===== config.mk =====
export PLATFORM = sky130hd
export DESIGN_NAME = peripheral_irq_flag_bank
export DESIGN_NICKNAME = d
export VERILOG_FILES = /design/src/verilog/flag_reg8.v /design/src/verilog/peripheral_irq_flag_bank.v
export VERILOG_INCLUDE_DIRS = /design/src /design/src/verilog
export SDC_FILE = /design/constraint.sdc
export NUM_CORES = 1
export LEC_CHECK = 0
export BUFFER_PORTS_ARGS = -buffer_cell sky130_fd_sc_hd__buf_2
export CAP_MARGIN = 5
export CORE_AREA = 3 3 98 100
export DETAILED_ROUTE_END_ITERATION = 7
export DIE_AREA = 0 0 101 103
export SYNTH_ARGS = -nofsm -noshare
export SYNTH_HDL_FRONTEND = slang
export SYNTH_SLANG_ARGS = --single-unit

===== constraint.sdc =====
create_clock -name core_clk -period 4.4 [get_ports core_clk]
set_input_delay 0.88 -clock core_clk [delete_from_list [all_inputs] [get_ports core_clk]]
set_output_delay 0.88 -clock core_clk [all_outputs]
set_load 0.02 [all_outputs]

===== src/verilog/irq_flag_map.vh =====
// register map, field positions and reset values of the peripheral flag bank
// assumes a 32-bit classic wishbone slave with one aligned word per register
`ifndef IRQ_FLAG_MAP_VH
`define IRQ_FLAG_MAP_VH

// ----------------------------------------------------------------------
// byte offsets
// ----------------------------------------------------------------------
`define OFS_FLAGS1    8'h00
`define OFS_FLAGS2    8'h04
`define OFS_FLAGS3    8'h08
`define OFS_FLAGS4    8'h0c
`define OFS_ENABLE1   8'h10
`define OFS_ENABLE2   8'h14
`define OFS_ENABLE3   8'h18
`define OFS_ENABLE4   8'h1c
`define OFS_CORE_CTRL 8'h20
`define OFS_TMR0_OPT  8'h24

// ----------------------------------------------------------------------
// implemented bits and software-writable bits of each flag register
// ----------------------------------------------------------------------
`define IMPL_MASK1 8'hff
`define IMPL_MASK2 8'hf9
`define IMPL_MASK3 8'h3a
`define IMPL_MASK4 8'h03
`define SWWR_MASK1 8'hcf
`define SWWR_MASK2 8'hf9
`define SWWR_MASK3 8'h3a
`define SWWR_MASK4 8'h03

// ----------------------------------------------------------------------
// field positions
// ----------------------------------------------------------------------
`define BIT_TIMER1_GATE    7
`define BIT_ADC_DONE       6
`define BIT_UART_RX        5
`define BIT_UART_TX        4
`define BIT_SYNC_PORT1     3
`define BIT_CAPTURE1       2
`define BIT_TIMER2_MATCH   1
`define BIT_TIMER1_OVF     0
`define BIT_OSC_FAIL       7
`define BIT_COMPARATOR2    6
`define BIT_COMPARATOR1    5
`define BIT_NVM_DONE       4
`define BIT_SYNC1_COLL     3
`define BIT_CAPTURE2       0
`define BIT_CAPTURE4       5
`define BIT_CAPTURE3       4
`define BIT_TIMER6_MATCH   3
`define BIT_TIMER4_MATCH   1
`define BIT_SYNC2_COLL     1
`define BIT_SYNC_PORT2     0
`define BIT_GLOBAL_EN      7
`define BIT_PERIPH_EN      6

// ----------------------------------------------------------------------
// reset values
// ----------------------------------------------------------------------
`define RST_FLAGS     8'h00
`define RST_ENABLE    8'h00
`define RST_CORE_CTRL 8'h00
`define RST_TMR0_OPT  8'h00

`endif


===== src/verilog/flag_reg8.v =====
// one 8-bit request flag register: hardware set, hardware clear, software write
// assumes event inputs are synchronous to core_clk
`timescale 1ns/10ps
`include "irq_flag_map.vh"

module flag_reg8 #(
	parameter [7:0] IMPL_MASK = 8'hff,
	parameter [7:0] SWWR_MASK = 8'hff
) (
	input  wire       core_clk,
	input  wire       srst,
	input  wire [7:0] hwSet,
	input  wire [7:0] hwClr,
	input  wire       swWr,
	input  wire [7:0] swData,
	output wire [7:0] flags
);

	genvar i;
	generate
		for (i = 0; i < 8; i = i + 1) begin : gBit
			if (IMPL_MASK[i]) begin : gImpl
				reg bit_ff;
				always @(posedge core_clk) begin
					if (srst)
						bit_ff <= 1'b0;
					else if (hwSet[i])
						bit_ff <= 1'b1;
					else if (hwClr[i])
						bit_ff <= 1'b0;
					else if (swWr && SWWR_MASK[i])
						bit_ff <= swData[i];
				end
				assign flags[i] = bit_ff;
			end else begin : gHole
				// unimplemented bit: no storage, reads zero, writes vanish
				assign flags[i] = 1'b0;
			end
		end
	endgenerate

endmodule // flag_reg8


===== src/verilog/peripheral_irq_flag_bank.v =====
// peripheral interrupt request flag bank with enables and request output
// assumes all event inputs are synchronous to core_clk, one cycle per event
// assumes a classic wishbone master that drops stb for a cycle after every ack
// What this block does
// - request 1 bit 7 timer1 gate, bit 6 conversion done; 1 pending
// - request 1 bits 5 and 4 serial receive/transmit, read-only to software
// - request 1 bit 3 sync port 1, bit 2 capture unit 1, read/write
// - request 1 bit 1 timer2 period match, bit 0 timer1 overflow
// - flags set on their event whatever the enables say
// - request 2 bit 7 oscillator fail, bit 6 comparator 2, bit 5 comparator 1
// - request 2 bit 4 nonvolatile write done, bit 3 sync port 1 collision
// - request 2 bit 0 capture unit 2; bits 2 and 1 read zero
// - request 3 bit 5 capture unit 4, bit 4 capture unit 3
// - request 3 bit 3 timer6 match, bit 1 timer4 match; rest read zero
// - request 4 bit 1 sync port 2 collision, held until software clears
// - request 4 bit 0 sync port 2 done, software clears it
// - request 4 bits 7 to 2 read as zero
// - every implemented flag resets to zero on any reset
// - request 4 flags take hardware sets while software may write them
// - no request leaves unless the peripheral enable is set too
// - each enable bit sits at its flag's position, 1 allows it
//
// Added by the designer: the address map and register access over Wishbone.
`timescale 1ns/10ps
`include "irq_flag_map.vh"

module peripheral_irq_flag_bank (
	input  wire        core_clk,
	input  wire        srst,
	input  wire        wb_cyc_i,
	input  wire        wb_stb_i,
	input  wire        wb_we_i,
	input  wire [7:0]  wb_adr_i,
	input  wire [3:0]  wb_sel_i,
	input  wire [31:0] wb_dat_i,
	output wire [31:0] wb_dat_o,
	output wire        wb_ack_o,
	input  wire        timer1GateEvt,
	input  wire        adcDoneEvt,
	input  wire        uartRxPending,
	input  wire        uartTxPending,
	input  wire        syncPort1Evt,
	input  wire        captureUnit1Evt,
	input  wire        timer2MatchEvt,
	input  wire        timer1OverflowEvt,
	input  wire        oscFailEvt,
	input  wire        comparator2Evt,
	input  wire        comparator1Evt,
	input  wire        nvmWriteDoneEvt,
	input  wire        syncPort1CollisionEvt,
	input  wire        captureUnit2Evt,
	input  wire        captureUnit4Evt,
	input  wire        captureUnit3Evt,
	input  wire        timer6MatchEvt,
	input  wire        timer4MatchEvt,
	input  wire        syncPort2CollisionEvt,
	input  wire        syncPort2Evt,
	output wire        periphIrqReq
);

	// ------------------------------------------------------------------
	// decode helpers
	// ------------------------------------------------------------------
	// low two address bits are ignored: every register is one aligned word
	function regHit;
		input [7:0] adr;
		input [7:0] ofs;
		begin
			regHit = (adr[7:2] == ofs[7:2]);
		end
	endfunction

	// ------------------------------------------------------------------
	// declarations
	// ------------------------------------------------------------------
	reg        ack_ff;
	reg [31:0] rdData_ff;
	reg        irqReq_ff;
	reg [7:0]  enable1_ff;
	reg [7:0]  enable2_ff;
	reg [7:0]  enable3_ff;
	reg [7:0]  enable4_ff;
	reg [7:0]  coreCtrl_ff;
	reg [7:0]  tmr0Opt_ff;
	reg [7:0]  nxt_rdByte;
	wire       busReq;
	wire       wrByte0;
	wire       wrFlags1;
	wire       wrFlags2;
	wire       wrFlags3;
	wire       wrFlags4;
	wire       wrEnable1;
	wire       wrEnable2;
	wire       wrEnable3;
	wire       wrEnable4;
	wire       wrCoreCtrl;
	wire       wrTmr0Opt;
	wire       rdReq;
	wire [7:0] set1;
	wire [7:0] set2;
	wire [7:0] set3;
	wire [7:0] set4;
	wire [7:0] clr1;
	wire [7:0] flags1;
	wire [7:0] flags2;
	wire [7:0] flags3;
	wire [7:0] flags4;
	wire       pend1;
	wire       pend2;
	wire       pend3;
	wire       pend4;
	wire       globalIrqEnable;
	wire       peripheralIrqEnable;
	wire       anyEnabledFlag;

	// ------------------------------------------------------------------
	// wishbone handshake
	// ------------------------------------------------------------------
	// a request is served once; ack drops in the cycle after it rose
	assign busReq  = wb_cyc_i && wb_stb_i && !ack_ff;
	// only byte lane 0 carries data, so without it a write is dropped
	assign wrByte0 = busReq && wb_we_i && wb_sel_i[0];
	// reads have no side effects, so polling a flag can never lose an event
	assign rdReq   = busReq && !wb_we_i;

	always @(posedge core_clk) begin
		if (srst)
			ack_ff <= 1'b0;
		else
			ack_ff <= busReq;
	end

	assign wb_ack_o = ack_ff;
	assign wb_dat_o = rdData_ff;

	// ------------------------------------------------------------------
	// hardware set and clear vectors
	// ------------------------------------------------------------------
	// flags take events with no look at the enables or global gates
	// events are taken as synchronous to core_clk; a source from another
	// domain must be synchronised before it reaches this bank
	assign set1[`BIT_TIMER1_GATE]  = timer1GateEvt;
	assign set1[`BIT_ADC_DONE]     = adcDoneEvt;
	// serial flags mirror the port's own pending level
	assign set1[`BIT_UART_RX]      = uartRxPending;
	assign set1[`BIT_UART_TX]      = uartTxPending;
	assign set1[`BIT_SYNC_PORT1]   = syncPort1Evt;
	assign set1[`BIT_CAPTURE1]     = captureUnit1Evt;
	assign set1[`BIT_TIMER2_MATCH] = timer2MatchEvt;
	assign set1[`BIT_TIMER1_OVF]   = timer1OverflowEvt;

	assign clr1 = {2'b00, ~uartRxPending, ~uartTxPending, 4'h0};

	assign set2 = {oscFailEvt,
		comparator2Evt,
		comparator1Evt,
		nvmWriteDoneEvt,
		syncPort1CollisionEvt,
		2'b00,
		captureUnit2Evt};

	assign set3 = {2'b00,
		captureUnit4Evt,
		captureUnit3Evt,
		timer6MatchEvt,
		1'b0,
		timer4MatchEvt,
		1'b0};

	assign set4 = {6'h00,
		syncPort2CollisionEvt,
		syncPort2Evt};

	// ------------------------------------------------------------------
	// register write strobes
	// ------------------------------------------------------------------
	// a strobe only fires on a taken write with byte lane 0 enabled
	assign wrFlags1   = wrByte0 && regHit(wb_adr_i, `OFS_FLAGS1);
	assign wrFlags2   = wrByte0 && regHit(wb_adr_i, `OFS_FLAGS2);
	assign wrFlags3   = wrByte0 && regHit(wb_adr_i, `OFS_FLAGS3);
	assign wrFlags4   = wrByte0 && regHit(wb_adr_i, `OFS_FLAGS4);
	assign wrEnable1  = wrByte0 && regHit(wb_adr_i, `OFS_ENABLE1);
	assign wrEnable2  = wrByte0 && regHit(wb_adr_i, `OFS_ENABLE2);
	assign wrEnable3  = wrByte0 && regHit(wb_adr_i, `OFS_ENABLE3);
	assign wrEnable4  = wrByte0 && regHit(wb_adr_i, `OFS_ENABLE4);
	assign wrCoreCtrl = wrByte0 && regHit(wb_adr_i, `OFS_CORE_CTRL);
	assign wrTmr0Opt  = wrByte0 && regHit(wb_adr_i, `OFS_TMR0_OPT);

	// ------------------------------------------------------------------
	// flag registers
	// ------------------------------------------------------------------
	// a write of 1 to a writable flag sets it, so software can exercise
	// the request path without the peripheral

	flag_reg8 #(
		.IMPL_MASK (`IMPL_MASK1),
		.SWWR_MASK (`SWWR_MASK1)
	) uFlags1 (
		.core_clk (core_clk),
		.srst     (srst),
		.hwSet    (set1),
		.hwClr    (clr1),
		.swWr     (wrFlags1),
		.swData   (wb_dat_i[7:0]),
		.flags    (flags1)
	);

	flag_reg8 #(
		.IMPL_MASK (`IMPL_MASK2),
		.SWWR_MASK (`SWWR_MASK2)
	) uFlags2 (
		.core_clk (core_clk),
		.srst     (srst),
		.hwSet    (set2),
		.hwClr    (8'h00),
		.swWr     (wrFlags2),
		.swData   (wb_dat_i[7:0]),
		.flags    (flags2)
	);

	flag_reg8 #(
		.IMPL_MASK (`IMPL_MASK3),
		.SWWR_MASK (`SWWR_MASK3)
	) uFlags3 (
		.core_clk (core_clk),
		.srst     (srst),
		.hwSet    (set3),
		.hwClr    (8'h00),
		.swWr     (wrFlags3),
		.swData   (wb_dat_i[7:0]),
		.flags    (flags3)
	);

	flag_reg8 #(
		.IMPL_MASK (`IMPL_MASK4),
		.SWWR_MASK (`SWWR_MASK4)
	) uFlags4 (
		.core_clk (core_clk),
		.srst     (srst),
		.hwSet    (set4),
		.hwClr    (8'h00),
		.swWr     (wrFlags4),
		.swData   (wb_dat_i[7:0]),
		.flags    (flags4)
	);

	// ------------------------------------------------------------------
	// enable and control registers
	// ------------------------------------------------------------------
	// enable bits share positions with their flags; holes stay zero
	// with core control bits 7 and 6 set, enabling a source whose flag already stands raises the request next edge
	always @(posedge core_clk) begin
		if (srst) begin
			enable1_ff <= `RST_ENABLE;
			enable2_ff <= `RST_ENABLE;
			enable3_ff <= `RST_ENABLE;
			enable4_ff <= `RST_ENABLE;
		end else begin
			if (wrEnable1)
				enable1_ff <= wb_dat_i[7:0] & `IMPL_MASK1;
			if (wrEnable2)
				enable2_ff <= wb_dat_i[7:0] & `IMPL_MASK2;
			if (wrEnable3)
				enable3_ff <= wb_dat_i[7:0] & `IMPL_MASK3;
			if (wrEnable4)
				enable4_ff <= wb_dat_i[7:0] & `IMPL_MASK4;
		end
	end

	// core control keeps its other bits as plain storage for the cpu side
	always @(posedge core_clk) begin
		if (srst) begin
			coreCtrl_ff <= `RST_CORE_CTRL;
			tmr0Opt_ff  <= `RST_TMR0_OPT;
		end else begin
			if (wrCoreCtrl)
				coreCtrl_ff <= wb_dat_i[7:0];
			if (wrTmr0Opt)
				tmr0Opt_ff <= wb_dat_i[7:0];
		end
	end

	assign globalIrqEnable     = coreCtrl_ff[`BIT_GLOBAL_EN];
	assign peripheralIrqEnable = coreCtrl_ff[`BIT_PERIPH_EN];

	// ------------------------------------------------------------------
	// interrupt request
	// ------------------------------------------------------------------
	// with both core enables set, a stale pending flag fires as soon as its enable is written, which is
	// why software clears the flag first
	// per-register terms keep the or-tree shallow ahead of the request flop
	assign pend1 = |(flags1 & enable1_ff);
	assign pend2 = |(flags2 & enable2_ff);
	assign pend3 = |(flags3 & enable3_ff);
	assign pend4 = |(flags4 & enable4_ff);
	assign anyEnabledFlag = pend1 | pend2 | pend3 | pend4;

	always @(posedge core_clk) begin
		if (srst)
			irqReq_ff <= 1'b0;
		else
			irqReq_ff <= anyEnabledFlag
				&& peripheralIrqEnable
				&& globalIrqEnable;
	end

	assign periphIrqReq = irqReq_ff;

	// ------------------------------------------------------------------
	// read path
	// ------------------------------------------------------------------
	// unmapped words answer with zero so the master never hangs
	always @* begin
		nxt_rdByte = 8'h00;
		if (regHit(wb_adr_i, `OFS_FLAGS1))
			nxt_rdByte = flags1;
		else if (regHit(wb_adr_i, `OFS_FLAGS2))
			nxt_rdByte = flags2;
		else if (regHit(wb_adr_i, `OFS_FLAGS3))
			nxt_rdByte = flags3;
		else if (regHit(wb_adr_i, `OFS_FLAGS4))
			nxt_rdByte = flags4;
		else if (regHit(wb_adr_i, `OFS_ENABLE1))
			nxt_rdByte = enable1_ff;
		else if (regHit(wb_adr_i, `OFS_ENABLE2))
			nxt_rdByte = enable2_ff;
		else if (regHit(wb_adr_i, `OFS_ENABLE3))
			nxt_rdByte = enable3_ff;
		else if (regHit(wb_adr_i, `OFS_ENABLE4))
			nxt_rdByte = enable4_ff;
		else if (regHit(wb_adr_i, `OFS_CORE_CTRL))
			nxt_rdByte = coreCtrl_ff;
		else if (regHit(wb_adr_i, `OFS_TMR0_OPT))
			nxt_rdByte = tmr0Opt_ff;
	end

	// data is captured with the ack edge; it shows flags before that
	// edge's own updates
	always @(posedge core_clk) begin
		if (srst)
			rdData_ff <= 32'h00000000;
		else if (rdReq)
			rdData_ff <= {24'h000000, nxt_rdByte};
		else
			rdData_ff <= 32'h00000000;
	end

endmodule // peripheral_irq_flag_bank


==> results.toml <==
[synth]
synth_edf_count = 0
synthDistinctLibCells = 52
synth_seq_area_share_pct = 38.1
synth_cells = 394
synth_warnings = 0
syn_area_per_cell_um2 = 8.79
syn-cell-area_um2 = 3460
synth-seq-cells = 66
async_flop_share_pct = 0
ys.flop_type = "dfxtp_1"

[route]
remaining_drc_errors = 0
routed_wl_um = 9870
vias = 3071
drtAntennaViolNets = 0
firstDrtPassIters = 5
drt_iter0_drc = 228
wl_per_cell_um = 18.2
drt-vias-per-instance = 5.68

[pwr]
p_int_uw = 844
power_frac_comb_pct = 11.1
peakVddDrop_uv = 189
p_switching_uw = 315
power_frac_seq_pct = 54.0
p_leak_nw = 1.35
pwr-share-clk_pct = 34.9
power_density_nw_per_um2 = 304
p_sw_share_pct = 27.2

[place]
placed_area_um2 = 3670
dp_hpwl_um = 7160
io_buffers = 49
dp_cells = 528
gp_congestion = 0.900

[grt]
grt_pass1_vias = 2885
grt_usage_pct = 19.6
antenna_found_initial = 0
grt_pass1_wl_um = 15500
grt_remaining_overflow = 0
grt_max_degree = 59

[critical_path]
worstSetupPathType = "primary input to flip-flop"
r2r_start = "wb_ack_o"
end_kind = "flip-flop"
cp.required_ns = 4.61
cp.arrival_ns = 2.92
start_kind = "primary input"
crit_fanout = 18
startpoint = "wb_adr_i[3]"

[layout]
antenna_cells = 0
final_nets = 500
instances_no_fill = 541
area_growth_pct = 10.1
fin_area_um2 = 3810
n_fill_cell = 913
layout-drive-gt1-share_pct = 18.9

[die]
rows = 34
die_h_um = 103
dieArea_um2 = 10400
die_x_um = 101
initial_utilization_pct = 39.5
core-area_um2 = 8760
io-pin-count = 103

[clock_network]
cts_resized = 0
max-clock-path-buffers = 2
clockRootBuffer = "clkbuf_8"
cts-buffers-inserted = 9
htreeDepth = 3
clock_latency_ns = 0.34
post_cts_buffers = 0
holdBufCountCts = 0
cts.sinks = 66
clk_pin_slew_ns = 0.06
cts_tree = "done"

[run]
maxCapViolCount = 0

[timing]
clock.fmax_ghz = 0.369
finalClockSkew_ns = 0.00383
whs_ns = 0.495
min_period_over_period_pct = 61.6
timing.final.crit_period_ns = 2.71
final-max-slew-violation-count = 0
timing.setup.tns_ns = 0
worstMarginPinSlew_ns = 0.896
rsz0062_at_grt = "false"
finalHoldViolCount = 0
slew_headroom_pct = 39.8
setup_violations = 0

[min_path]
worstHoldPathType = "flip-flop to flip-flop"
min_from = "tmr0Opt_ff[3]"

[run_status]
status = "finished, final reports clean"
cells by family (layout without fill, tap and decap cells):
| logic type | Yosys count | count (layout) | share of synthesized area [%] |
|---|---|---|---|
| and+or+nand+nor | 130 | 130 | 21.7 |
| AOI/OAI and AO/OA | 90 | 90 | 18.1 |
| buffers and inverters | 67 | 83 | 10.4 |
| DFF | 66 | 66 | 38.1 |
| muxes | 40 | 40 | 11.6 |
| other | 1 | 24 | 0.108 |
flip-flops by register name (all words and copies together), names as in the netlist:
register,count
uFlags1.gBit.gImpl.bit_ff,8
coreCtrl_ff,8
uFlags2.gBit.gImpl.bit_ff,6
periphIrqReq,1
uFlags4.gBit.gImpl.bit_ff,2
uFlags3.gBit.gImpl.bit_ff,4
enable4_ff,2
tmr0Opt_ff,8
wb_ack_o,1
wb_dat_o,8
enable3_ff,4
enable1_ff,8
enable2_ff,6
through the flow:
stage / power [mW] / setup WS [ns] / util (%)
after CTS: 1.17 / 1.69 / 43.5
after global placement: 0.765 / 1.35 / 41.9
after global routing: 1.21 / 1.56 / 43.5
after floorplan: 0.737 / 1.79 / -
after detailed placement: 0.766 / 1.32 / 41.9
final: 1.16 / 1.69 / 43.5
routing by layer:
metal,up-vias,wire (um),track usage (%)
met1,1434,4260,26.4
met5,-,0,0
met3,25,793,3.92
met2,141,4550,30.7
met4,0,268,8.08
li1,1471,-,-
power by group through the flow:
stage	Combinational, mW	Sequential [mW]	Clock, mW
2_1_floorplan	0.104	0.633	0
3_3_place_gp	0.126	0.638	0
3_5_place_dp	0.127	0.639	0
4_1_cts	0.128	0.625	0.416
5_1_grt	0.142	0.627	0.440
6_report	0.129	0.626	0.405
path summary, 6_finish.rpt:
kind / to / slack (ns) / depth (start not counted)
worst max-delay path: coreCtrl_ff[0] / 1.69 / 5
worst min-delay path: tmr0Opt_ff[3] / 0.50 / 2
worst max register to register: coreCtrl_ff[0] / 2.14 / 4
worst min register to register: tmr0Opt_ff[3] / 0.50 / 2
placed cells by master (no fill, tap or decap), drive strengths merged, types with 4 or more instances in the layout:
master	count
mux2i	40
o2111ai	5
nand2	8
a22oi	6
a221oi	5
a22o	5
nor2	52
nor3	14
o221ai	4
nand2b	8
nand3	6
a21oi	19
a211oi	13
conb	24
inv	15
nand4	7
o21ai	16
nor2b	7
clkbuf	12
or3	4
dfxtp	66
nor4	13
buf	54
cells in the mapped netlist, types with 3 or more instances:
| master | instances | area [um^2] |
|---|---|---|
| dfxtp_1 | 66 | 1320 |
| nor2_1 | 45 | 169 |
| mux2i_1 | 40 | 400 |
| buf_4 | 24 | 180 |
| clkbuf_1 | 20 | 75.1 |
| a21oi_1 | 19 | 95.1 |
| inv_1 | 15 | 56.3 |
| nor3_1 | 14 | 70.1 |
| a211oi_1 | 13 | 97.6 |
| o21ai_0 | 13 | 65.1 |
| nand2_1 | 8 | 30.0 |
| nand2b_1 | 8 | 50.1 |
| nor4_1 | 8 | 50.1 |
| nand4_1 | 7 | 43.8 |
| nor2_2 | 7 | 43.8 |
| nor2b_1 | 7 | 43.8 |
| a22oi_1 | 6 | 45.0 |
| nand3_1 | 6 | 30.0 |
| a221oi_1 | 5 | 43.8 |
| a22o_1 | 5 | 43.8 |
| nor4_4 | 5 | 106 |
| o2111ai_1 | 5 | 43.8 |
| o221ai_1 | 4 | 35.0 |
| or3_1 | 4 | 25.0 |
| buf_2 | 3 | 15.0 |
| o21ai_1 | 3 | 15.0 |
worst max-delay path: stages:
cell and delay, ns:
buf_2 0.21, or4_4 0.69, nor4_4 0.78, mux2i_1 0.31, nor2_2 0.04
area by class of cell:
type	instances	area (um^2)	area share, %
multi-input combinational	284	1880	49.2
sequential	66	1320	34.6
timing repair buffer	54	283	7.41
clock buffer	12	135	3.54
tap	108	135	3.54
inverter	16	60.1	1.57
clock inverter	1	5.00	0.131
No activity file was read; power rests on OpenSTA's default activity.
